<file path="src/logic/fdc_regs.svh">
`ifndef FDC_REGS_SVH
`define FDC_REGS_SVH
`define FDC_IQ_DEPTH 6
`define FDC_FETCH_MAX 4
`define FDC_DISP_MAX 2
`define FDC_CQ_DEPTH 6
`define FDC_RET_MAX 2
`define FDC_GPR_REN 6
`define FDC_FPR_REN 6
`define FDC_L2_CORE_PRE 1
`define FDC_L2_L2CLK 3
`define FDC_L2_CORE_POST 1
`define FDC_L2_LAT (`FDC_L2_CORE_PRE + `FDC_L2_L2CLK + `FDC_L2_CORE_POST)
`define FDC_LSU_RS 2
`define FDC_RESET_PC 32'h0000_0100
`endif

</file>
<file path="src/logic/fdc_pkg.sv">
`include "fdc_regs.svh"
package fdc_pkg;
	typedef enum logic [2:0]
	{
		U_INTA = 3'h0,
		U_INTB = 3'h1,
		U_FLT = 3'h2,
		U_SYS = 3'h3,
		U_LS = 3'h4,
		U_BR = 3'h5
	} unit_t;
	typedef struct packed
	{
		logic [31:0] pc;
		unit_t unit;
		logic branch_taken;
		logic updates_lr_ctr;
		logic gpr_dst;
		logic fpr_dst;
		logic cr_dst;
		logic dep_wait;
		logic [2:0] dep_tag;
		logic excp;
		logic cmpl_serial;
	} instr_t;
	typedef enum logic [1:0]
	{
		F_IDLE = 2'h0,
		F_L2 = 2'h1,
		F_MEM = 2'h2
	} fetch_st_t;
endpackage

</file>
<file path="src/logic/completion_fifo.sv">
`include "fdc_regs.svh"
module completion_fifo #(
	parameter int DEPTH = `FDC_CQ_DEPTH
) (
	input wire logic core_clk_i,
	input wire logic rst_n_i,
	input wire logic [1:0] alloc_n_i,
	input wire logic [1:0] alloc_excp_i,
	input wire logic [DEPTH-1:0] finish_i,
	output logic [2:0] free_o,
	output logic [2:0] head_o,
	output logic [2:0] tail_o,
	output logic [1:0] retire_n_o,
	output logic excp_o
);
	logic [DEPTH-1:0] valid_q;
	logic [DEPTH-1:0] done_q;
	logic [DEPTH-1:0] excp_q;
	logic [2:0] head_q;
	logic [2:0] tail_q;
	logic [2:0] cnt_q;
	logic [2:0] h1;
	logic [2:0] t1;
	logic r0;
	logic r1;
	logic [1:0] rn;
	initial
	begin
		if (DEPTH != 6)
			$error("completion fifo depth must be six");
	end
	function automatic logic [2:0] inc(input logic [2:0] p);
		inc = (p == 3'(DEPTH - 1)) ? 3'h0 : p + 3'h1;
	endfunction
	assign h1 = inc(head_q);
	assign t1 = inc(tail_q);
	// Oldest must be done first; an exception is taken only from the oldest
	assign r0 = valid_q[head_q] && done_q[head_q] && !excp_q[head_q]; // RQ10 RQ22
	assign r1 = r0 && valid_q[h1] && done_q[h1] && !excp_q[h1]; // RQ11 RQ20
	assign rn = {1'b0, r0} + {1'b0, r1};
	always_ff @(posedge core_clk_i)
	begin
		if (!rst_n_i)
		begin
			valid_q <= '0; // RQ26
			done_q <= '0;
			excp_q <= '0;
			head_q <= 3'h0;
			tail_q <= 3'h0;
			cnt_q <= 3'h0;
		end
		else
		begin
			for (int i = 0; i < DEPTH; i++)
				if (finish_i[i] && valid_q[i])
					done_q[i] <= 1'b1;
			if (r0)
				valid_q[head_q] <= 1'b0;
			if (r1)
				valid_q[h1] <= 1'b0;
			if (alloc_n_i != 2'h0)
			begin
				valid_q[tail_q] <= 1'b1;
				done_q[tail_q] <= 1'b0;
				excp_q[tail_q] <= alloc_excp_i[0];
			end
			if (alloc_n_i == 2'h2)
			begin
				valid_q[t1] <= 1'b1;
				done_q[t1] <= 1'b0;
				excp_q[t1] <= alloc_excp_i[1];
			end
			head_q <= r1 ? inc(h1) : (r0 ? h1 : head_q);
			tail_q <= (alloc_n_i == 2'h2) ? inc(t1) :
				((alloc_n_i == 2'h1) ? t1 : tail_q);
			cnt_q <= cnt_q + {1'b0, alloc_n_i} - {1'b0, rn}; // RQ18
		end
	end
	always_ff @(posedge core_clk_i)
	begin
		if (!rst_n_i)
		begin
			free_o <= 3'(DEPTH);
			retire_n_o <= 2'h0;
			excp_o <= 1'b0;
		end
		else
		begin
			free_o <= 3'(DEPTH) - (cnt_q + {1'b0, alloc_n_i} - {1'b0, rn});
			retire_n_o <= rn;
			excp_o <= valid_q[head_q] && done_q[head_q] && excp_q[head_q]; // RQ21
		end
	end
	assign head_o = head_q;
	assign tail_o = tail_q;
endmodule

</file>
<file path="src/logic/fetch_dispatch_completion_ctl.sv">
// Functional notes
// RQ1 - Cache hit fills queue next cycle
// RQ2 - Cache hits served during pending reload
// RQ3 - Critical doubleword written and forwarded together
// RQ4 - Fetch count equals prior vacancies, max four
// RQ5 - Dispatch needs completion entry, lowest first
// RQ6 - At most two dispatched, resource limited
// RQ7 - Dispatch bounded by prior completion vacancies
// RQ8 - Plain taken branch folded, no entry
// RQ9 - Target cache hit refills next cycle
// RQ10 - Finished instruction waits for older ones
// RQ11 - Retire at most two per cycle
// RQ12 - First memory beat gives two instructions
// RQ13 - L2 fetch takes five core cycles
// RQ14 - One station per unit, two for load/store
// RQ15 - Dependent instruction dispatched into station
// RQ16 - Station starts when rename data arrives
// RQ17 - Same unit pair goes sequentially
// RQ18 - Completion fifo has six entries
// RQ19 - Stall dispatch when completion fifo full
// RQ20 - Commit results in program order
// RQ21 - Exception raised only at oldest entry
// RQ22 - Long instruction at head blocks younger
// RQ23 - Second slot never ahead of first
// RQ24 - Six gpr, six fpr, one cr/lr/ctr renames
// RQ25 - Link/count branch gets completion entry
// RQ26 - Reset empties queues, fetch from reset address
// RQ27 - Miss request held until first beat
module fetch_dispatch_completion_ctl #(
	parameter int IQ_DEPTH = `FDC_IQ_DEPTH,
	parameter int L2_LAT = `FDC_L2_LAT
) (
	input wire logic core_clk_i,
	input wire logic rst_n_i,
	input wire logic icache_hit_i,
	input wire logic icache_reload_i,
	input wire fdc_pkg::instr_t [3:0] icache_data_i,
	input wire logic btc_hit_i,
	input wire fdc_pkg::instr_t [1:0] btc_data_i,
	input wire logic l2_hit_i,
	input wire logic mem_beat_i,
	input wire fdc_pkg::instr_t [1:0] mem_data_i,
	input wire logic redirect_i,
	input wire logic [31:0] redirect_pc_i,
	input wire logic [5:0] unit_busy_i,
	input wire logic [7:0] rename_ready_i,
	input wire logic [5:0] cq_finish_i,
	output logic [2:0] fetch_req_n_o,
	output logic [31:0] fetch_pc_o,
	output logic next_level_req_o,
	output logic refill_write_o,
	output logic [63:0] refill_data_o,
	output logic [1:0] dispatch_n_o,
	output fdc_pkg::unit_t [1:0] dispatch_unit_o,
	output logic [2:0] cq_alloc_idx_o,
	output logic [5:0] station_start_o,
	output logic [1:0] retire_n_o,
	output logic exception_o
);
	import fdc_pkg::*;
	localparam int IQW = $clog2(IQ_DEPTH + 1);
	instr_t [IQ_DEPTH-1:0] iq_q;
	logic [IQW-1:0] iq_cnt_q;
	logic [2:0] vac_q;
	fetch_st_t fst_q;
	logic [3:0] lat_q;
	logic [31:0] pc_q;
	logic [2:0] cq_free;
	logic [2:0] cq_tail;
	logic [1:0] cq_ret;
	logic cq_excp;
	logic [2:0] cq_free_prev_q;
	logic [1:0] disp_n;
	logic [1:0] alloc_n;
	logic [2:0] gpr_q;
	logic [2:0] fpr_q;
	logic cr_q;
	logic lrctr_q;
	logic [5:0] rs_full_q;
	logic [2:0] rs_tag_q [6];
	logic ls_two_q;
	logic [2:0] in_n;
	instr_t [3:0] in_d;
	logic fold0;
	logic ok0;
	logic ok1;
	logic [5:0] g_used_q;
	logic [5:0] f_used_q;
	logic [2:0] rh_q;
	logic [2:0] rh1;
	logic [2:0] ct1;
	initial
	begin
		if (IQ_DEPTH < 4 || IQ_DEPTH > 7 || L2_LAT < 2 || L2_LAT > 15)
			$error("unsupported queue depth or latency");
	end
	// A taken branch without link/count update is folded out of slot zero
	assign fold0 = (iq_cnt_q != '0) && iq_q[0].unit == U_BR &&
		iq_q[0].branch_taken && !iq_q[0].updates_lr_ctr; // RQ8 RQ25
	function automatic logic can_go(input instr_t x, input logic [1:0] gu,
		input logic [1:0] fu);
		logic r;
		r = 1'b1;
		if (x.unit != U_BR && unit_busy_i[x.unit] && !x.dep_wait)
			r = 1'b0; // RQ6
		if (x.unit == U_LS)
			r = r && !(rs_full_q[U_LS] && ls_two_q); // RQ14
		else if (x.unit != U_BR && x.dep_wait && rs_full_q[x.unit])
			r = 1'b0; // RQ15
		if (x.gpr_dst && {1'b0, gu} >= gpr_q)
			r = 1'b0; // RQ24
		if (x.fpr_dst && {1'b0, fu} >= fpr_q)
			r = 1'b0;
		if (x.cr_dst && !cr_q)
			r = 1'b0;
		if (x.updates_lr_ctr && !lrctr_q)
			r = 1'b0;
		can_go = r;
	endfunction
	assign ok0 = !fold0 && iq_cnt_q != '0 && cq_free_prev_q != 3'h0 &&
		cq_free != 3'h0 && can_go(iq_q[0], 2'h0, 2'h0); // RQ5 RQ7 RQ19
	assign ok1 = ok0 && !iq_q[0].cmpl_serial && iq_cnt_q > IQW'(1) &&
		cq_free_prev_q > 3'h1 && cq_free > 3'h1 &&
		iq_q[1].unit != iq_q[0].unit && // RQ17
		!(iq_q[1].updates_lr_ctr && iq_q[0].updates_lr_ctr) &&
		!(iq_q[1].cr_dst && iq_q[0].cr_dst) &&
		can_go(iq_q[1], {1'b0, iq_q[0].gpr_dst},
			{1'b0, iq_q[0].fpr_dst}); // RQ23 RQ6
	assign disp_n = ok1 ? 2'h2 : (ok0 ? 2'h1 : 2'h0);
	// Shadow of the fifo head, one cycle late like the retire count
	assign rh1 = (rh_q == 3'(`FDC_CQ_DEPTH - 1)) ? 3'h0 : rh_q + 3'h1;
	assign ct1 = (cq_tail == 3'(`FDC_CQ_DEPTH - 1)) ? 3'h0 : cq_tail + 3'h1;
	assign alloc_n = disp_n;
	always_comb
	begin
		in_n = 3'h0;
		in_d = '0;
		if (btc_hit_i && fst_q == F_IDLE)
		begin
			in_n = (vac_q < 3'h2) ? vac_q : 3'h2; // RQ9
			in_d[1:0] = btc_data_i;
		end
		else if (icache_hit_i && fst_q == F_IDLE)
		begin
			in_n = (vac_q > 3'(`FDC_FETCH_MAX)) ? 3'(`FDC_FETCH_MAX) : vac_q; // RQ1 RQ2
			in_d = icache_data_i;
		end
		else if (mem_beat_i && fst_q != F_IDLE)
		begin
			in_n = (vac_q < 3'h2) ? vac_q : 3'h2; // RQ12
			in_d[1:0] = mem_data_i;
		end
	end
	completion_fifo #(.DEPTH(`FDC_CQ_DEPTH)) u_cq (
		.core_clk_i(core_clk_i),
		.rst_n_i(rst_n_i),
		.alloc_n_i(alloc_n),
		.alloc_excp_i({iq_q[1].excp, iq_q[0].excp}),
		.finish_i(cq_finish_i),
		.free_o(cq_free),
		.head_o(),
		.tail_o(cq_tail),
		.retire_n_o(cq_ret),
		.excp_o(cq_excp)
	);
	// Instruction queue shift and fill
	always_ff @(posedge core_clk_i)
	begin
		if (!rst_n_i || redirect_i)
		begin
			iq_cnt_q <= '0; // RQ26
			iq_q <= '0;
		end
		else
		begin
			logic [IQW-1:0] rem;
			instr_t [IQ_DEPTH-1:0] nq;
			rem = fold0 ? IQW'(1) : IQW'(disp_n);
			nq = '0;
			for (int i = 0; i < IQ_DEPTH; i++)
				if (IQW'(i) + rem < iq_cnt_q)
					nq[i] = iq_q[i + int'(rem)];
			for (int j = 0; j < 4; j++)
				if (3'(j) < in_n && int'(iq_cnt_q - rem) + j < IQ_DEPTH)
					nq[int'(iq_cnt_q - rem) + j] = in_d[j];
			iq_q <= nq;
			iq_cnt_q <= iq_cnt_q - rem + IQW'(in_n);
		end
	end
	// Fetch request sized from last cycle's vacancies
	always_ff @(posedge core_clk_i)
	begin
		if (!rst_n_i)
		begin
			vac_q <= 3'(`FDC_FETCH_MAX);
			fetch_req_n_o <= 3'h0;
			pc_q <= `FDC_RESET_PC; // RQ26
			fetch_pc_o <= `FDC_RESET_PC;
		end
		else
		begin
			logic [IQW:0] v;
			v = (IQW+1)'(IQ_DEPTH) - {1'b0, iq_cnt_q};
			vac_q <= (v > (IQW+1)'(4)) ? 3'h4 : 3'(v); // RQ4
			fetch_req_n_o <= (fst_q == F_IDLE) ? vac_q : 3'h0; // RQ4
			if (redirect_i)
				pc_q <= redirect_pc_i;
			else
				pc_q <= pc_q + {27'h0, in_n, 2'h0};
			fetch_pc_o <= redirect_i ? redirect_pc_i : pc_q;
		end
	end
	// Miss sequencing to L2 or memory
	always_ff @(posedge core_clk_i)
	begin
		if (!rst_n_i)
		begin
			fst_q <= F_IDLE;
			lat_q <= 4'h0;
			next_level_req_o <= 1'b0;
		end
		else
		begin
			// A redirect abandons the miss so the new stream can fetch
			if (redirect_i)
			begin
				fst_q <= F_IDLE;
				next_level_req_o <= 1'b0;
			end
			else
			unique case (fst_q)
				F_IDLE:
				begin
					if (!icache_hit_i && !btc_hit_i && vac_q != 3'h0 &&
						!icache_reload_i)
					begin
						fst_q <= l2_hit_i ? F_L2 : F_MEM;
						lat_q <= 4'(L2_LAT - 1);
						next_level_req_o <= 1'b1;
					end
				end
				F_L2:
				begin
					lat_q <= lat_q - 4'h1; // RQ13
					if (lat_q == 4'h1)
					begin
						fst_q <= F_IDLE;
						next_level_req_o <= 1'b0;
					end
				end
				F_MEM:
				begin
					if (mem_beat_i)
					begin
						fst_q <= F_IDLE;
						next_level_req_o <= 1'b0; // RQ27
					end
				end
			endcase
		end
	end
	// Refill write and forward share one beat
	always_ff @(posedge core_clk_i)
	begin
		if (!rst_n_i)
		begin
			refill_write_o <= 1'b0;
			refill_data_o <= 64'h0;
		end
		else
		begin
			refill_write_o <= mem_beat_i && fst_q == F_MEM; // RQ3
			refill_data_o <= {mem_data_i[1].pc, mem_data_i[0].pc};
		end
	end
	// Rename pools, stations and dispatch outputs
	always_ff @(posedge core_clk_i)
	begin
		if (!rst_n_i)
		begin
			gpr_q <= 3'(`FDC_GPR_REN);
			fpr_q <= 3'(`FDC_FPR_REN);
			cr_q <= 1'b1;
			lrctr_q <= 1'b1;
			rs_full_q <= 6'h0; // RQ26
			g_used_q <= 6'h0;
			f_used_q <= 6'h0;
			rh_q <= 3'h0;
			ls_two_q <= 1'b0;
			for (int k = 0; k < 6; k++)
				rs_tag_q[k] <= 3'h0;
			station_start_o <= 6'h0;
			dispatch_n_o <= 2'h0;
			dispatch_unit_o <= '0;
			cq_alloc_idx_o <= 3'h0;
			cq_free_prev_q <= 3'(`FDC_CQ_DEPTH);
			retire_n_o <= 2'h0;
			exception_o <= 1'b0;
		end
		else
		begin
			logic [2:0] gd;
			logic [2:0] fd;
			logic [5:0] st;
			logic [2:0] gr;
			logic [2:0] fr;
			gd = 3'h0;
			fd = 3'h0;
			gr = 3'h0;
			fr = 3'h0;
			// Gpr and fpr renames come back only for the entries that took them
			if (cq_ret != 2'h0)
			begin
				gr = {2'h0, g_used_q[rh_q]};
				fr = {2'h0, f_used_q[rh_q]};
			end
			if (cq_ret == 2'h2)
			begin
				gr = gr + {2'h0, g_used_q[rh1]};
				fr = fr + {2'h0, f_used_q[rh1]};
			end
			rh_q <= (cq_ret == 2'h2) ?
				((rh_q >= 3'h4) ? rh_q - 3'h4 : rh_q + 3'h2) :
				((cq_ret == 2'h1) ? rh1 : rh_q);
			if (disp_n != 2'h0)
			begin
				g_used_q[cq_tail] <= iq_q[0].gpr_dst; // RQ24
				f_used_q[cq_tail] <= iq_q[0].fpr_dst;
			end
			if (disp_n == 2'h2)
			begin
				g_used_q[ct1] <= iq_q[1].gpr_dst;
				f_used_q[ct1] <= iq_q[1].fpr_dst;
			end
			for (int s = 0; s < 2; s++)
				if (2'(s) < disp_n)
				begin
					gd = gd + {2'h0, iq_q[s].gpr_dst};
					fd = fd + {2'h0, iq_q[s].fpr_dst};
				end
			gpr_q <= gpr_q - gd + gr;
			fpr_q <= fpr_q - fd + fr;
			cr_q <= (cq_ret != 2'h0) || (cr_q && !(ok0 && iq_q[0].cr_dst));
			lrctr_q <= (cq_ret != 2'h0) ||
				(lrctr_q && !(ok0 && iq_q[0].updates_lr_ctr));
			st = 6'h0;
			for (int u = 0; u < 6; u++)
				st[u] = rs_full_q[u] && rename_ready_i[rs_tag_q[u]]; // RQ16
			for (int s = 0; s < 2; s++)
				if (2'(s) < disp_n && iq_q[s].dep_wait && iq_q[s].unit != U_BR)
				begin
					if (iq_q[s].unit == U_LS && rs_full_q[U_LS])
						ls_two_q <= 1'b1;
					rs_tag_q[iq_q[s].unit] <= iq_q[s].dep_tag; // RQ15
				end
			for (int u = 0; u < 6; u++)
			begin
				logic put;
				put = 1'b0;
				for (int s = 0; s < 2; s++)
					if (2'(s) < disp_n && iq_q[s].dep_wait &&
						iq_q[s].unit == unit_t'(u))
						put = 1'b1;
				rs_full_q[u] <= put || (rs_full_q[u] && !st[u] ) ||
					(u == int'(U_LS) && ls_two_q && st[u]);
			end
			if (st[U_LS] && ls_two_q)
				ls_two_q <= 1'b0;
			station_start_o <= st;
			dispatch_n_o <= disp_n;
			dispatch_unit_o <= {iq_q[1].unit, iq_q[0].unit};
			cq_alloc_idx_o <= cq_tail; // RQ5
			cq_free_prev_q <= cq_free; // RQ7
			retire_n_o <= cq_ret;
			exception_o <= cq_excp;
		end
	end
	dispatch_two_a: assert property (@(posedge core_clk_i) disable iff (!rst_n_i)
		disp_n <= 2'h2 && (disp_n != 2'h0 -> cq_free != 3'h0)) // RQ6
		else $error("dispatch too wide");
	dispatch_prev_a: assert property (@(posedge core_clk_i) disable iff (!rst_n_i)
		{1'b0, disp_n} <= cq_free_prev_q) // RQ7
		else $error("dispatch beyond vacancies");
	fold_no_cq_a: assert property (@(posedge core_clk_i) disable iff (!rst_n_i)
		fold0 |-> disp_n == 2'h0) // RQ8
		else $error("folded branch took entry");
	fetch_cap_a: assert property (@(posedge core_clk_i) disable iff (!rst_n_i)
		fetch_req_n_o <= 3'h4) // RQ4
		else $error("fetch over four");
	fetch_full_a: assert property (@(posedge core_clk_i) disable iff (!rst_n_i)
		(vac_q == 3'h0 && fst_q == F_IDLE) |=> fetch_req_n_o == 3'h0) // RQ4
		else $error("fetch while full");
	retire_two_a: assert property (@(posedge core_clk_i) disable iff (!rst_n_i)
		retire_n_o <= 2'h2) // RQ11
		else $error("retire over two");
	order_slot_a: assert property (@(posedge core_clk_i) disable iff (!rst_n_i)
		ok1 |-> ok0) // RQ23
		else $error("second slot ahead");
	same_unit_a: assert property (@(posedge core_clk_i) disable iff (!rst_n_i)
		disp_n == 2'h2 |-> iq_q[0].unit != iq_q[1].unit) // RQ17
		else $error("same unit dual dispatch");
	mem_hold_a: assert property (@(posedge core_clk_i) disable iff (!rst_n_i)
		(fst_q == F_MEM && !mem_beat_i && !redirect_i) |=>
		next_level_req_o) // RQ27
		else $error("miss request dropped");
	l2_lat_a: assert property (@(posedge core_clk_i) disable iff (!rst_n_i)
		$rose(fst_q == F_L2) |-> (fst_q == F_L2)[*4] ##1 fst_q == F_IDLE) // RQ13
		else $error("l2 latency wrong");
	dual_c: cover property (@(posedge core_clk_i) disp_n == 2'h2);
	fold_c: cover property (@(posedge core_clk_i) fold0 && btc_hit_i);
	cqfull_c: cover property (@(posedge core_clk_i) cq_free == 3'h0);
	retire_c: cover property (@(posedge core_clk_i) retire_n_o == 2'h2);
endmodule

</file>
<file path="config.mk">
export PLATFORM = sky130hd
export DESIGN_NAME = fetch_dispatch_completion_ctl
export DESIGN_NICKNAME = d
export VERILOG_FILES = /design/src/logic/fdc_pkg.sv /design/src/logic/completion_fifo.sv /design/src/logic/fetch_dispatch_completion_ctl.sv
export VERILOG_INCLUDE_DIRS = /design/src /design/src/logic
export SDC_FILE = /design/constraint.sdc
export NUM_CORES = 1
export LEC_CHECK = 0
export BUFFER_PORTS_ARGS = -buffer_cell sky130_fd_sc_hd__buf_2
export CELL_PAD_IN_SITES_DETAIL_PLACEMENT = 2
export CELL_PAD_IN_SITES_GLOBAL_PLACEMENT = 2
export CORE_AREA = 5 5 325 232
export DETAILED_ROUTE_END_ITERATION = 10
export DIE_AREA = 0 0 330 237
export PLACE_DENSITY = 0.76
export SLEW_MARGIN = 15
export SYNTH_ARGS = -nofsm -noshare
export SYNTH_HDL_FRONTEND = slang
export SYNTH_SLANG_ARGS = --single-unit
</file>
<file path="constraint.sdc">
create_clock -name core_clk_i -period 5.3 [get_ports core_clk_i]
set_input_delay 0.53 -clock core_clk_i [delete_from_list [all_inputs] [get_ports core_clk_i]]
set_output_delay 0.53 -clock core_clk_i [all_outputs]
set_load 0.05 [all_outputs]
</file>
; ---- Word-level counts from Yosys, hierarchy flattened
; Memories as Yosys holds them, arrays and structs flattened.
; Cells that the tools add are included.
[word_totals]
wordCells = 634
out_inout_bits = 121
mem_count = 1
in_bits = 428
ram_bits = 18
ff_bits = 507
[op_classes]
bitwise = 12
n_lt_le_gt_ge = 59
mux = 236
eq_ne = 28
reduce_logical = 158
add_sub_neg = 38
[memory_table]
columns = memory, words, word_bits, read_ports, rd_clocked_by_memory_dff, write_ports, line_no
row1 = rs_tag_q, 6, 3, 6, 0, 6, fetch_dispatch_completion_ctl.sv:80  ; logic [2:0] rs_tag_q [6];
[ops]
columns = operator, n
row1 = $mux W276, 7
row2 = $mux W46, 27
row3 = $bwmux W276, 4
row4 = $bmux W46 S3, 6
row5 = $demux W46 S3, 4
row6 = $mux W92, 5
row7 = $mux W6, 19
row8 = $logic_and A1 B1 Y1, 102
row9 = $mux W3, 33
row10 = $mux W1, 89
row11 = $lt A3 B4 Y1 const B, 17
row12 = $ge A32 B1 Y1 const B, 2
row13 = $lt A32 B4 Y1 const B, 2
row14 = $lt A32 B5 Y1 const B, 2
row15 = $mux W32, 2
row16 = $bmux W1 S3, 20
row17 = $bwmux W6, 6
row18 = $add A32 B5 Y32, 1
row19 = $eq A3 B3 Y1 const B, 9
row20 = $and A6 B6 Y6, 4
row21 = $logic_not A1 Y1, 24
row22 = $not A6 Y6, 4
row23 = $add A3 B1 Y3 const B, 5
row24 = $lt A3 B3 Y1, 5
row25 = 63 further kinds, 132

; ---- Logic depth before layout (Yosys ltp)
; Gate-level depths: netlist of run 1.
[depth]
word_depth = 39
mapped_depth = 29
mapped_depth_nobuf = 22

; ---- By module
; From an unflattened synthesis of run 1, not the netlist that was laid out.
[hier_totals]
hier_cells = 2385
hier_area_um2 = 20084.3
[by_module_without_submodules]
columns = mod, n_inst, area_each_um2, cells_per_inst, seq_area_each_um2
row1 = fetch_dispatch_completion_ctl, 1, 18230.0, 2164, 6185.9
row2 = completion_fifo, 1, 1854.3, 221, 640.6

; ---- Worst setup path before layout of run 1
; OpenSTA, ideal clock, no wires.
[synth_path]
kind = reg-to-reg
startpoint = register iq_cnt_q[1]
endpoint = register iq_q[100] (netlist name)
setup_ps = 117
setup_slack_ps = -258
period_less_slack_ps = 5558
arrival_time_ps = 5441
path_stages_with_launch = 29
t_required_ps = 5183
path_buffers = 6
path_cell_list = dfxtp_1 -> inv_1 -> ha_1 -> nor2b_1 -> or4b_1 -> buf_2 -> nand4_1 -> a221o_2 -> o21ai_2 -> buf_4 -> buf_6 -> buf_4 -> ha_1 -> inv_1 -> fa_1 -> inv_1 -> ha_1 -> inv_1 -> ha_1 -> nor2b_1 -> a2111oi_0 -> a31oi_1 -> nand2b_1 -> nor3_2 -> nor4b_1 -> and3_1 -> clkbuf_1 -> clkbuf_1 -> a32o_1
[synth_between]
elab_chain_len = 36
word_cells_on_any_way = 72
cone_classes = add/sub: 6 / order compare: 14 / mux: 27 / reduce/logical: 25
[synth_lines]
columns = item, line_no
row1 = from (decl), fetch_dispatch_completion_ctl.sv:63  ; logic [IQW-1:0] iq_cnt_q;
row2 = from (signal assigned), fetch_dispatch_completion_ctl.sv:187  ; iq_cnt_q <= iq_cnt_q - rem + IQW'(in_n);
row3 = "parallel branches: the longest is 35 deep, another holds $reduce_bool A3 Y1", --
row4 = $mux W276 (*), fetch_dispatch_completion_ctl.sv:184  ; if (3'(j) < in_n && int'(iq_cnt_q - rem) + j < IQ_DEPTH)
row5 = to (signal assigned), fetch_dispatch_completion_ctl.sv:186  ; iq_q <= nq;
row6 = to (decl), fetch_dispatch_completion_ctl.sv:62  ; instr_t [IQ_DEPTH-1:0] iq_q;
; Every way passes the cells marked *. The select of a mux whose other input is x is not followed.
; A chain may end at the register's enable or synchronous reset.

; ---- Final worst setup path of run 1
[layout_path]
startpoint = register iq_q[57] (netlist name)
endpoint = register iq_q[51] (netlist name)
[layout_between]
elab_chain_len = 31
word_cells_on_any_way = 76
cone_classes = add/sub: 6 / order compare: 13 / eq/ne: 3 / mux: 37 / reduce/logical: 17
[layout_lines]
columns = item, line_no
row1 = $bmux W1 S3, fetch_dispatch_completion_ctl.sv:104  ; if (x.unit != U_BR && unit_busy_i[x.unit] && !x.dep_wait)
row2 = $mux W1 (implied by the code), fetch_dispatch_completion_ctl.sv:104
row3 = $logic_and A1 B1 Y1 (2 in a row), fetch_dispatch_completion_ctl.sv:104
row4 = $mux W1, fetch_dispatch_completion_ctl.sv:104
row5 = $mux W1 or $logic_and A1 B1 Y1 (tied branches), "fetch_dispatch_completion_ctl.sv:108, fetch_dispatch_completion_ctl.sv:107"
row6 = $mux W1, fetch_dispatch_completion_ctl.sv:106  ; if (x.unit == U_LS)
row7 = $mux W1, fetch_dispatch_completion_ctl.sv:110  ; if (x.gpr_dst && {1'b0, gu} >= gpr_q)
row8 = $mux W1, fetch_dispatch_completion_ctl.sv:112  ; if (x.fpr_dst && {1'b0, fu} >= fpr_q)
row9 = $mux W1, fetch_dispatch_completion_ctl.sv:114  ; if (x.cr_dst && !cr_q)
row10 = $mux W1, fetch_dispatch_completion_ctl.sv:116  ; if (x.updates_lr_ctr && !lrctr_q)
row11 = $logic_and A1 B1 Y1 (*), fetch_dispatch_completion_ctl.sv:126  ; !(iq_q[1].cr_dst && iq_q[0].cr_dst) &&
row12 = $mux W2 (*), fetch_dispatch_completion_ctl.sv:129  ; assign disp_n = ok1 ? 2'h2 : (ok0 ? 2'h1 : 2'h0);
row13 = $mux W2 (*), fetch_dispatch_completion_ctl.sv:178  ; rem = fold0 ? IQW'(1) : IQW'(disp_n);
row14 = "parallel branches: the longest is 16 deep, another holds $ge A32 B1 Y1", --
row15 = $mux W276 (*), fetch_dispatch_completion_ctl.sv:184
; Marked as above.

==> results of run 1 <==
## placed cells by master, fill, tap and decap left out, types with 51 or more instances in the layout
master	n
buf_2	354
dfxtp_1	309
nand2_1	180
a21oi_1	166
nor2_1	155
buf_4	128
and2_1	124
o21ai_0	97
mux2i_1	92
inv_1	85
o22ai_1	63
a221o_1	53
ha_1	52
nand3_1	51
## power groups by stage
stage	clock, uW	sequential, uW	combinational (uW)
global route	2990	3250	9290
CTS	2880	3210	8470
global placement	0	3230	8050
finish	2800	3230	8940
floorplan	0	3240	5250
detailed placement	0	3260	8380
## cell families (layout without fill, tap and decap cells)
group / after synthesis / after routing
compound gates: 689 / 689
xor+xnor: 33 / 33
buf+inv: 268 / 656
flops: 332 / 332
fa+ha+maj: 62 / 62
mux: 188 / 188
simple gates: 716 / 716
other cells: 0 / 6
## through the flow
step	hold WS (ns)	power [uW]
after floorplan	0.412	8490
after global placement	0.419	11300
after detailed placement	0.437	11600
after CTS	0.130	14600
after global routing	0.137	15500
final	0.173	15000
## repair_timing
item,4_1_cts,5_1_grt
buffers inserted,0,2
gates resized for setup,4,17
setup endpoints to repair,35,59
pin swaps,0,2
## sequential cells by signal (all words and copies together), names as in the netlist, 6 cells and up
name and count:
pc_q 32, fetch_pc_o 32, dispatch_unit_o 6, u_cq.excp_q 6
iq_q 84, f_used_q 6, g_used_q 6, station_start_o 6
u_cq.done_q 6, rs_full_q 6, refill_data_o 64, u_cq.valid_q 6
rs_tag_q 18
## routing by layer
metal  GRT usage [%]  wire length, um  vias to the layer above
li1                -                -                     9234
met1            32.6            41800                    10700
met2            39.1            45400                      989
met3            5.03             9300                      213
met4            8.10             3330                        0
met5               0                0                        -
## cell type report
class                           instances  share of cell area [%]
Antenna cell                            6                  0.0605
Clock buffer                           53                    4.47
Clock inverter                         17                   0.721
Inverter                               91                    1.39
Multi-Input combinational cell       1688                    48.9
Sequential cell                       332                    27.5
Tap cell                              977                    4.93
Timing Repair Buffer                  495                    12.0
## how the worst min path moves through the flow
stage	slack (ns)	cells past startpoint	endpoint
global placement	0.42	1	exception_o$_SDFF_PN0_
finish	0.17	2	refill_data_o[58]$_SDFF_PN0_
detailed placement	0.44	1	exception_o$_SDFF_PN0_
global route	0.14	2	refill_data_o[43]$_SDFF_PN0_
CTS	0.13	2	refill_data_o[58]$_SDFF_PN0_
floorplan	0.41	1	cq_free_prev_q[2]$_SDFF_PN1_
==> flow_metrics.tcl, run 1 <==
set metrics [dict create \
    status "complete, no violations" \
    min_period_ns 5.18 \
    gp_congestion 0.975 \
    grt_pass1_wl_mm 146 \
    areaGrowthSynthToFinish_pct 24.6 \
    dominantRegCellSynth "dfxtp_1" \
    p_sw_uw 7400 \
    synthSimpleGateAreaFrac_pct 18.0 \
    drive_gt1_share_pct 26.1 \
    critical_path_class "reg2reg" \
    p_sw_share_pct 49.4 \
    final_hold_viol_count 0 \
    multi_input_area_um2 12100 \
    crit_path_cell_trace "or3b_1 -> a21oi_2 -> a31oi_1 -> and4b_1 -> o21ai_4 -> ha_1 -> inv_1 -> fa_1 -> inv_1 -> ha_4 -> inv_1 -> ha_1 -> nor2b_2 -> a2111oi_2 -> a31oi_2 -> or3_1 -> buf_4 -> o221ai_1 -> a221oi_1 -> a21oi_1" \
    fmax_mhz 193 \
    path_delay_family "simple AND/OR/NAND/NOR gates" \
    final_cell_area_um2 24800 \
    crit_end "iq_q[51]$_SDFF_PP0_" \
    clk_path_buf_depth 3 \
    die-area_um2 78200 \
    grt_max_degree 111 \
    setup_viol 0 \
    drt-pass1-iter-count 6 \
    cp_max_fo 12 \
    start_kind "register" \
    r2r_slack_ns 0.12 \
    p_leak_uw 0.00979 \
    cts.sink_count 332 \
    period_share_pct 97.8 \
    synthCells 2288 \
    place_inst 3581 \
    path_clk_slew_ns 0.06 \
    powerDensity_nw_per_um2 603 \
    crit_required_ns 5.75 \
    crit_path_end_kind "register" \
    fin_setup_tns_ns 0 \
    ios 549 \
    ys_ff_latch 332 \
    combinationalPowerShare_pct 59.7 \
    min_from "mem_data_i[86]" \
    slew_headroom_pct 12.0 \
    yosysWarnings 0 \
    final_util_pct 34.4 \
    ys_types 81 \
    cp.arrival_ns 5.63 \
    ant_nets 0 \
    grt_pass1_vias 22900 \
    critical_path.most_common_cell "inv_1" \
    port_buffers 355 \
    clkPwrFrac_pct 18.7 \
    vias_per_cell 5.78 \
    seqCellArea_um2 6830 \
    drc 0 \
    dieHeight_um 237 \
    synth_top_area_cell "dfxtp_1" \
    synth_top_family_by_area "compound AO/OA/AOI/OAI gates" \
    synth_most_common_cell "dfxtp_1" \
    cp_num_cells 20 \
    synth_compound_area_share_pct 23.7 \
    rr_endpoint "iq_q[51]$_SDFF_PP0_" \
    antenna_found_initial 4 \
    cts_hold_buf 0 \
    clock_latency_ns 0.58 \
    synth.cell_area_um2 19900 \
    cts_root_buf "clkbuf_16" \
    async_reset_ff_share_pct 0 \
    crit_path_top_delay_cell "or3_1" \
    vias 21200 \
    crit_start "iq_q[57]$_SDFF_PP0_" \
    r2r_cells 20 \
    peakVddDrop_uv 575 \
    chipWidth_um 330 \
    nets 3137 \
    synth_edf_count 18 \
    synthXorXnorAreaFrac_pct 1.45 \
    drt_iter0_markers 1766 \
    cpPeakStageDelay_ns 0.59 \
    synthTopCellsByCount "314 x dfxtp_1, 181 x nand2_1, 167 x a21oi_1" \
    wl_mm 99.9 \
    yosysTopAreaCellShare_pct 31.6 \
    cap_violations 0 \
    cp.buffers_inverters 4 \
    initial_core_util_pct 27.6 \
    finalWorstSetupSlack_ns 0.117 \
    power_frac_seq_pct 21.6 \
    grt_remaining_overflow 0 \
    syn_area_per_cell_um2 8.70 \
    fin_skew_ns 0.0286 \
    track_usage_pct 24.3 \
    instances_no_fill 3659 \
    synth_fa_ha_area_share_pct 4.24 \
    numCtsBuffers 39 \
    place_hpwl_mm 71.9 \
    htreeDepth 2 \
    dpl_worst_slack_ns -0.0754 \
    slew_violations 0 \
    worst_slew_pin_slew_ns 1.31 \
    core_area_um2 72200 \
    synthMuxAreaShare_pct 12.9 \
    p_int_uw 7570 \
    r2r_start "iq_q[57]$_SDFF_PP0_" \
    hold_class "in2reg" \
    wire_per_inst_um 27.3 \
    yosysSeqAreaShare_pct 34.3 \
    nFillCells 8047 \
    rows 83 \
    synth_area_leaders "dfxtp_1 32%, mux4_2 5.7%, mux2i_1 4.6%, a21oi_1 4.2%, and2_1 3.9%" \
    syn_nets 2778 \
    dpl-instance-area_um2 23400 \
    cts_tree "done" \
]
Power figures use the tool's default switching activity.
==> inputs of run 2 (changes only) <==
--- a/config.mk
+++ b/config.mk
@@ -8,7 +8,9 @@
 export LEC_CHECK = 0
 export BUFFER_PORTS_ARGS = -buffer_cell sky130_fd_sc_hd__buf_2
+export CAP_MARGIN = 10
 export CELL_PAD_IN_SITES_DETAIL_PLACEMENT = 2
 export CELL_PAD_IN_SITES_GLOBAL_PLACEMENT = 2
 export CORE_AREA = 5 5 325 232
+export CTS_BUF_LIST = sky130_fd_sc_hd__clkbuf_4 sky130_fd_sc_hd__clkbuf_8 sky130_fd_sc_hd__clkbuf_16
 export DETAILED_ROUTE_END_ITERATION = 10
 export DIE_AREA = 0 0 330 237
==> constraint.sdc (replaced) <==
create_clock -name core_clk_i -period 5.3 [get_ports core_clk_i]
set_input_delay 0.795 -clock core_clk_i [delete_from_list [all_inputs] [get_ports core_clk_i]]
set_output_delay 0.795 -clock core_clk_i [all_outputs]
set_load 0.05 [all_outputs]
==> run 2 against run 1 <==
Against the previous run: cell count barely moved; register-to-register slack improved by 0.10 ns; sequential power barely moved; critical path depth rose by 3; non-clock buffer count rose by 6; wire length barely moved; die area did not move; core utilization rose by 0.31 points; hold slack improved by 0.25 ns; global-route usage fell by 0.099 points; critical path type unchanged; largest cell class unchanged.
==> flow_metrics.tcl, run 2 (same netlist as run 1, synthesis figures left out) <==
set metrics [dict create \
    critical_path_class "reg2reg" \
    antenna_found_initial 3 \
    track_usage_pct 24.2 \
    min_period_ns 5.08 \
    numCtsBuffers 40 \
    cap_violations 0 \
    areaGrowthSynthToFinish_pct 25.7 \
    use_met3_pct 5.45 \
    combinationalPowerShare_pct 59.8 \
    wire_per_inst_um 27.3 \
    place_hpwl_mm 73.5 \
    worst_slew_pin_slew_ns 1.14 \
    fin_setup_tns_ns 0 \
    powerDensity_nw_per_um2 616 \
    dpl_worst_slack_ns -0.152 \
    grt_remaining_overflow 0 \
    grt_busiest_layer "met2" \
    dieHeight_um 237 \
    drc 0 \
    clk_path_buf_depth 3 \
    slew_headroom_pct 22.9 \
    min_from "mem_data_i[83]" \
    vias_per_cell 5.80 \
    grt_max_degree 86 \
    drt_iter0_markers 2081 \
    fin_skew_ns 0.0339 \
    largest_register_ff_count 84 \
    met1_usage_pct 33.8 \
    fmax_mhz 197 \
    cts_tree "done" \
    cts_hold_buf 0 \
    nFillCells 8070 \
    drive_gt1_share_pct 26.8 \
    vias 21200 \
    multi_input_area_um2 12200 \
    slew_violations 0 \
    cp.arrival_ns 5.60 \
    seqCellArea_um2 6830 \
    drt-pass1-iter-count 5 \
    p_leak_uw 0.00990 \
    rows 83 \
    nets 3144 \
    grt_pass1_wl_mm 145 \
    die-area_um2 78200 \
    r2r_start "iq_cnt_q[1]$_SDFF_PP0_" \
    final_hold_viol_count 0 \
    initial_core_util_pct 27.6 \
    instances_no_fill 3662 \
    chipWidth_um 330 \
    core_area_um2 72200 \
    port_buffers 355 \
    clkPwrFrac_pct 19.3 \
    top_regs "iq_q (84), refill_data_o (64)" \
    status "complete, no violations" \
    cts.sink_count 332 \
    final_common_cell "buf_2" \
    hold_class "in2reg" \
    htreeDepth 2 \
    clock_latency_ns 0.59 \
    p_sw_uw 7520 \
    cp_max_fo 11 \
    power_frac_seq_pct 20.9 \
    crit_start "iq_cnt_q[1]$_SDFF_PP0_" \
    finalWorstSetupSlack_ns 0.220 \
    grt_pass1_vias 22400 \
    place_inst 3588 \
    crit_path_end_kind "register" \
    ant_nets 0 \
    largest-register "iq_q" \
    start_kind "register" \
    crit_required_ns 5.82 \
    gp_congestion 0.954 \
    final_cell_mix "354 x buf_2, 313 x dfxtp_1, 181 x nand2_1" \
    met2_usage_pct 37.6 \
    path_clk_slew_ns 0.06 \
    cts_root_buf "clkbuf_16" \
    p_sw_share_pct 48.7 \
    ios 549 \
    p_int_uw 7910 \
    setup_viol 0 \
    period_share_pct 95.9 \
    wl_mm 99.9 \
    holdWs_ns 0.426 \
    peakVddDrop_uv 403 \
]
run 2: power groups by stage:
| stage | Combinational [uW] | Clock, uW | Sequential [uW] |
|---|---|---|---|
| final | 9230 | 2970 | 3220 |
| after CTS | 8820 | 3050 | 3210 |
| after detailed placement | 8700 | 0 | 3260 |
| after global placement | 8410 | 0 | 3230 |
| after global routing | 9570 | 3160 | 3250 |
| after floorplan | 5390 | 0 | 3240 |
run 2: area by class of cell:
type / instances / share of cell area (%)
diodes: 3 / 0.0300
clock buffers: 55 / 4.69
clock inverters: 15 / 0.860
inverters: 91 / 1.38
multi-input cells: 1688 / 48.7
flip-flops and latches: 332 / 27.3
well taps: 977 / 4.88
repair buffers: 501 / 12.2
run 2: path summary, 6_finish.rpt:
path                                        to  slack [ns]  cells past startpoint
hold / removal    refill_data_o[55]$_SDFF_PN0_        0.43                      2
hold reg to reg         exception_o$_SDFF_PN0_        0.44                      1
setup reg to reg           iq_q[97]$_SDFF_PP0_        0.22                     23
setup / recovery           iq_q[97]$_SDFF_PP0_        0.22                     23
run 2: routing by layer:
layer | share of wire, % | vias to the layer above
li1 | - | 9252
met1 | 44 | 10800
met2 | 44 | 1030
met3 | 10 | 178
met4 | 2.9 | 0
met5 | 0 | -
run 2: stage by stage:
step	total power, uW	util (%)	instance area, um2
2_1_floorplan	8630	-	20000
3_3_place_gp	11600	32.7	23600
3_5_place_dp	12000	32.7	23600
4_1_cts	15100	34.6	25000
5_1_grt	16000	34.7	25000
6_report	15400	34.7	25000
run 2: critical path, cell delays in order (launching register included):
cell and delay (ns):
dfxtp_1 0.32, inv_1 0.09, ha_1 0.15, nor2b_2 0.32, or4b_1 0.20, nand4_1 0.19, a221o_2 0.39, o21ai_4 0.21
ha_4 0.16, inv_2 0.04, fa_2 0.38, inv_2 0.07, ha_4 0.21, inv_2 0.09, ha_4 0.15, nor2b_1 0.24
a2111oi_2 0.09, a31oi_2 0.31, nand2b_4 0.23, nor3_4 0.06, nor4b_1 0.37, and3_2 0.35, buf_12 0.19, a32o_1 0.18
run 2: timing repair:
| item | 4_1_cts | 5_1_grt |
|---|---|---|
| pin swaps | 0 | 2 |
| buffers inserted | 0 | 1 |
| gates resized for setup | 1 | 13 |
| endpoints found under the setup margin | 4 | 48 |
==> inputs of run 3 (changes only) <==
- PLACE_DENSITY: 0.76 -> 0.86
==> run 3 against run 2 <==
Against the previous run: hold slack improved by 0.0024 ns; first-iteration DRC count grew 4.7%; count of clock-buffer cells in the layout fell by 1.
==> flow_metrics.tcl, run 3 (same netlist as run 1, synthesis figures left out) <==
set metrics [dict create \
    status "complete, no violations" \
    hold_class "in2reg" \
    final_util_pct 34.6 \
    crit_path_cell_trace "inv_1 -> ha_1 -> nor2b_4 -> or4b_1 -> nand4_1 -> a221o_2 -> o21ai_4 -> ha_4 -> inv_2 -> fa_2 -> inv_2 -> ha_4 -> buf_4 -> nor2b_1 -> a21oi_1 -> nand3_1 -> nand2b_1 -> nor2_1 -> or3_1 -> a211oi_1 -> a211oi_1" \
    crit_start "iq_cnt_q[0]$_SDFF_PP0_" \
    cts.sink_count 332 \
    ios 549 \
    fmax_mhz 193 \
    final_common_cell "buf_2" \
    initial_core_util_pct 27.6 \
    rows 83 \
    slew_violations 0 \
    largest_register_ff_count 84 \
    r2r_start "iq_cnt_q[0]$_SDFF_PP0_" \
    cp.arrival_ns 5.62 \
    core_area_um2 72200 \
    clk_path_buf_depth 3 \
    setup_viol 0 \
    path_clk_slew_ns 0.07 \
    wl_mm 102 \
    start_kind "register" \
    r2r_slack_ns 0.13 \
    min_period_ns 5.17 \
    peakVddDrop_uv 461 \
    gp_congestion 0.954 \
    cts_tree "done" \
    place_hpwl_mm 74.1 \
    drt-pass1-iter-count 5 \
    grt_remaining_overflow 0 \
    die-area_um2 78200 \
    drc 0 \
    holdWs_ns 0.428 \
    vias_per_cell 5.85 \
    wire_per_inst_um 27.9 \
    final_hold_viol_count 0 \
    nets 3147 \
    htreeDepth 2 \
    track_usage_pct 24.8 \
    fin_skew_ns 0.0300 \
    crit_path_top_delay_cell "nand2b_1" \
    chipWidth_um 330 \
    areaGrowthSynthToFinish_pct 25.5 \
    cpPeakStageDelay_ns 0.61 \
    crit_end "iq_q[147]$_SDFF_PP0_" \
    grt_pass1_vias 23200 \
    worst_slew_pin_slew_ns 1.11 \
    nFillCells 8115 \
    largest-register "iq_q" \
    report.power.total_uw 15400 \
    drt_iter0_markers 2179 \
    cp_max_fo 10 \
    crit_required_ns 5.75 \
    grt_pass1_wl_mm 150 \
    instances_no_fill 3665 \
    ant_nets 0 \
    port_buffers 355 \
    grt_max_degree 74 \
    period_share_pct 97.6 \
    p_leak_uw 0.00988 \
    slew_headroom_pct 25.3 \
    vias 21500 \
    cts_root_buf "clkbuf_16" \
    r2r_cells 21 \
    cap_violations 0 \
    antenna_found_initial 6 \
    final_cell_mix "354 x buf_2, 311 x dfxtp_1, 181 x nand2_1" \
    drive_gt1_share_pct 26.9 \
    powerDensity_nw_per_um2 615 \
    dieHeight_um 237 \
    rsz0062_at_grt "yes" \
    clock_latency_ns 0.58 \
    top_regs "iq_q (84), refill_data_o (64)" \
    rr_endpoint "iq_q[147]$_SDFF_PP0_" \
    crit_path_end_kind "register" \
    place_inst 3592 \
    critical_path_class "reg2reg" \
    numCtsBuffers 39 \
]
run 3: layer usage:
metal  wire (um)  GRT usage [%]  vias up
li1            -              -     9264
met1       42200           32.4    10900
met2       46100           40.2     1057
met3        9970           5.73      265
met4        3860           8.52        4
met5          34              0        -
run 3: where the power goes:
| group | switching [uW] | internal [uW] | total, uW | leakage, uW |
|---|---|---|---|---|
| Sequential | 412 | 2820 | 3240 | 0.00275 |
| Combinational | 5940 | 3370 | 9300 | 0.00648 |
| Clock | 1210 | 1620 | 2830 | 0.000649 |
run 3: layout make-up:
class | count | area (um2) | area share, %
Sequential cell | 332 | 6830 | 27.3
Timing Repair Buffer | 505 | 3080 | 12.3
Multi-Input combinational cell | 1688 | 12200 | 48.8
Inverter | 91 | 345 | 1.38
Clock inverter | 15 | 160 | 0.641
Clock buffer | 54 | 1140 | 4.58
Antenna cell | 3 | 7.51 | 0.0300
Tap cell | 977 | 1220 | 4.89
run 3: stage by stage:
step           area (um2)  setup TNS (ns)  setup WS, ns
6_report            25000               0         0.125
4_1_cts             24900               0        0.0428
3_3_place_gp        23600          -0.201       -0.0624
5_1_grt             25000         -0.0514       -0.0492
3_5_place_dp        23600           -2.67        -0.301
2_1_floorplan       20000         -0.0338      -0.00376
run 3: worst min path at each step:
stage | start | to | cells after the start
after detailed placement | u_cq.excp_o$_SDFF_PN0_ | exception_o$_SDFF_PN0_ | 1
after global placement | u_cq.excp_o$_SDFF_PN0_ | exception_o$_SDFF_PN0_ | 1
final | mem_data_i[18] | refill_data_o[4]$_SDFF_PN0_ | 2
after floorplan | u_cq.free_o[2]$_SDFF_PN1_ | cq_free_prev_q[2]$_SDFF_PN1_ | 1
after CTS | mem_data_i[76] | refill_data_o[48]$_SDFF_PN0_ | 2
after global routing | mem_data_i[37] | refill_data_o[23]$_SDFF_PN0_ | 2
run 3: critical path, delay by kind of cell, from the launching register on:
kind | cells | cell delay [ns]
simple gates | 8 | 2.27
compound gates | 5 | 1.12
fa+ha+maj | 4 | 0.95
buf+inv | 4 | 0.36
flops | 1 | 0.33
run 3: repair_timing:
item	4_1_cts	5_1_grt
pin swaps	3	3
resized for setup	6	17
gates cloned	0	0
setup buffers	0	1
hold buffers	0	0
endpoints found under the hold margin	0	0
setup endpoints to repair	9	53
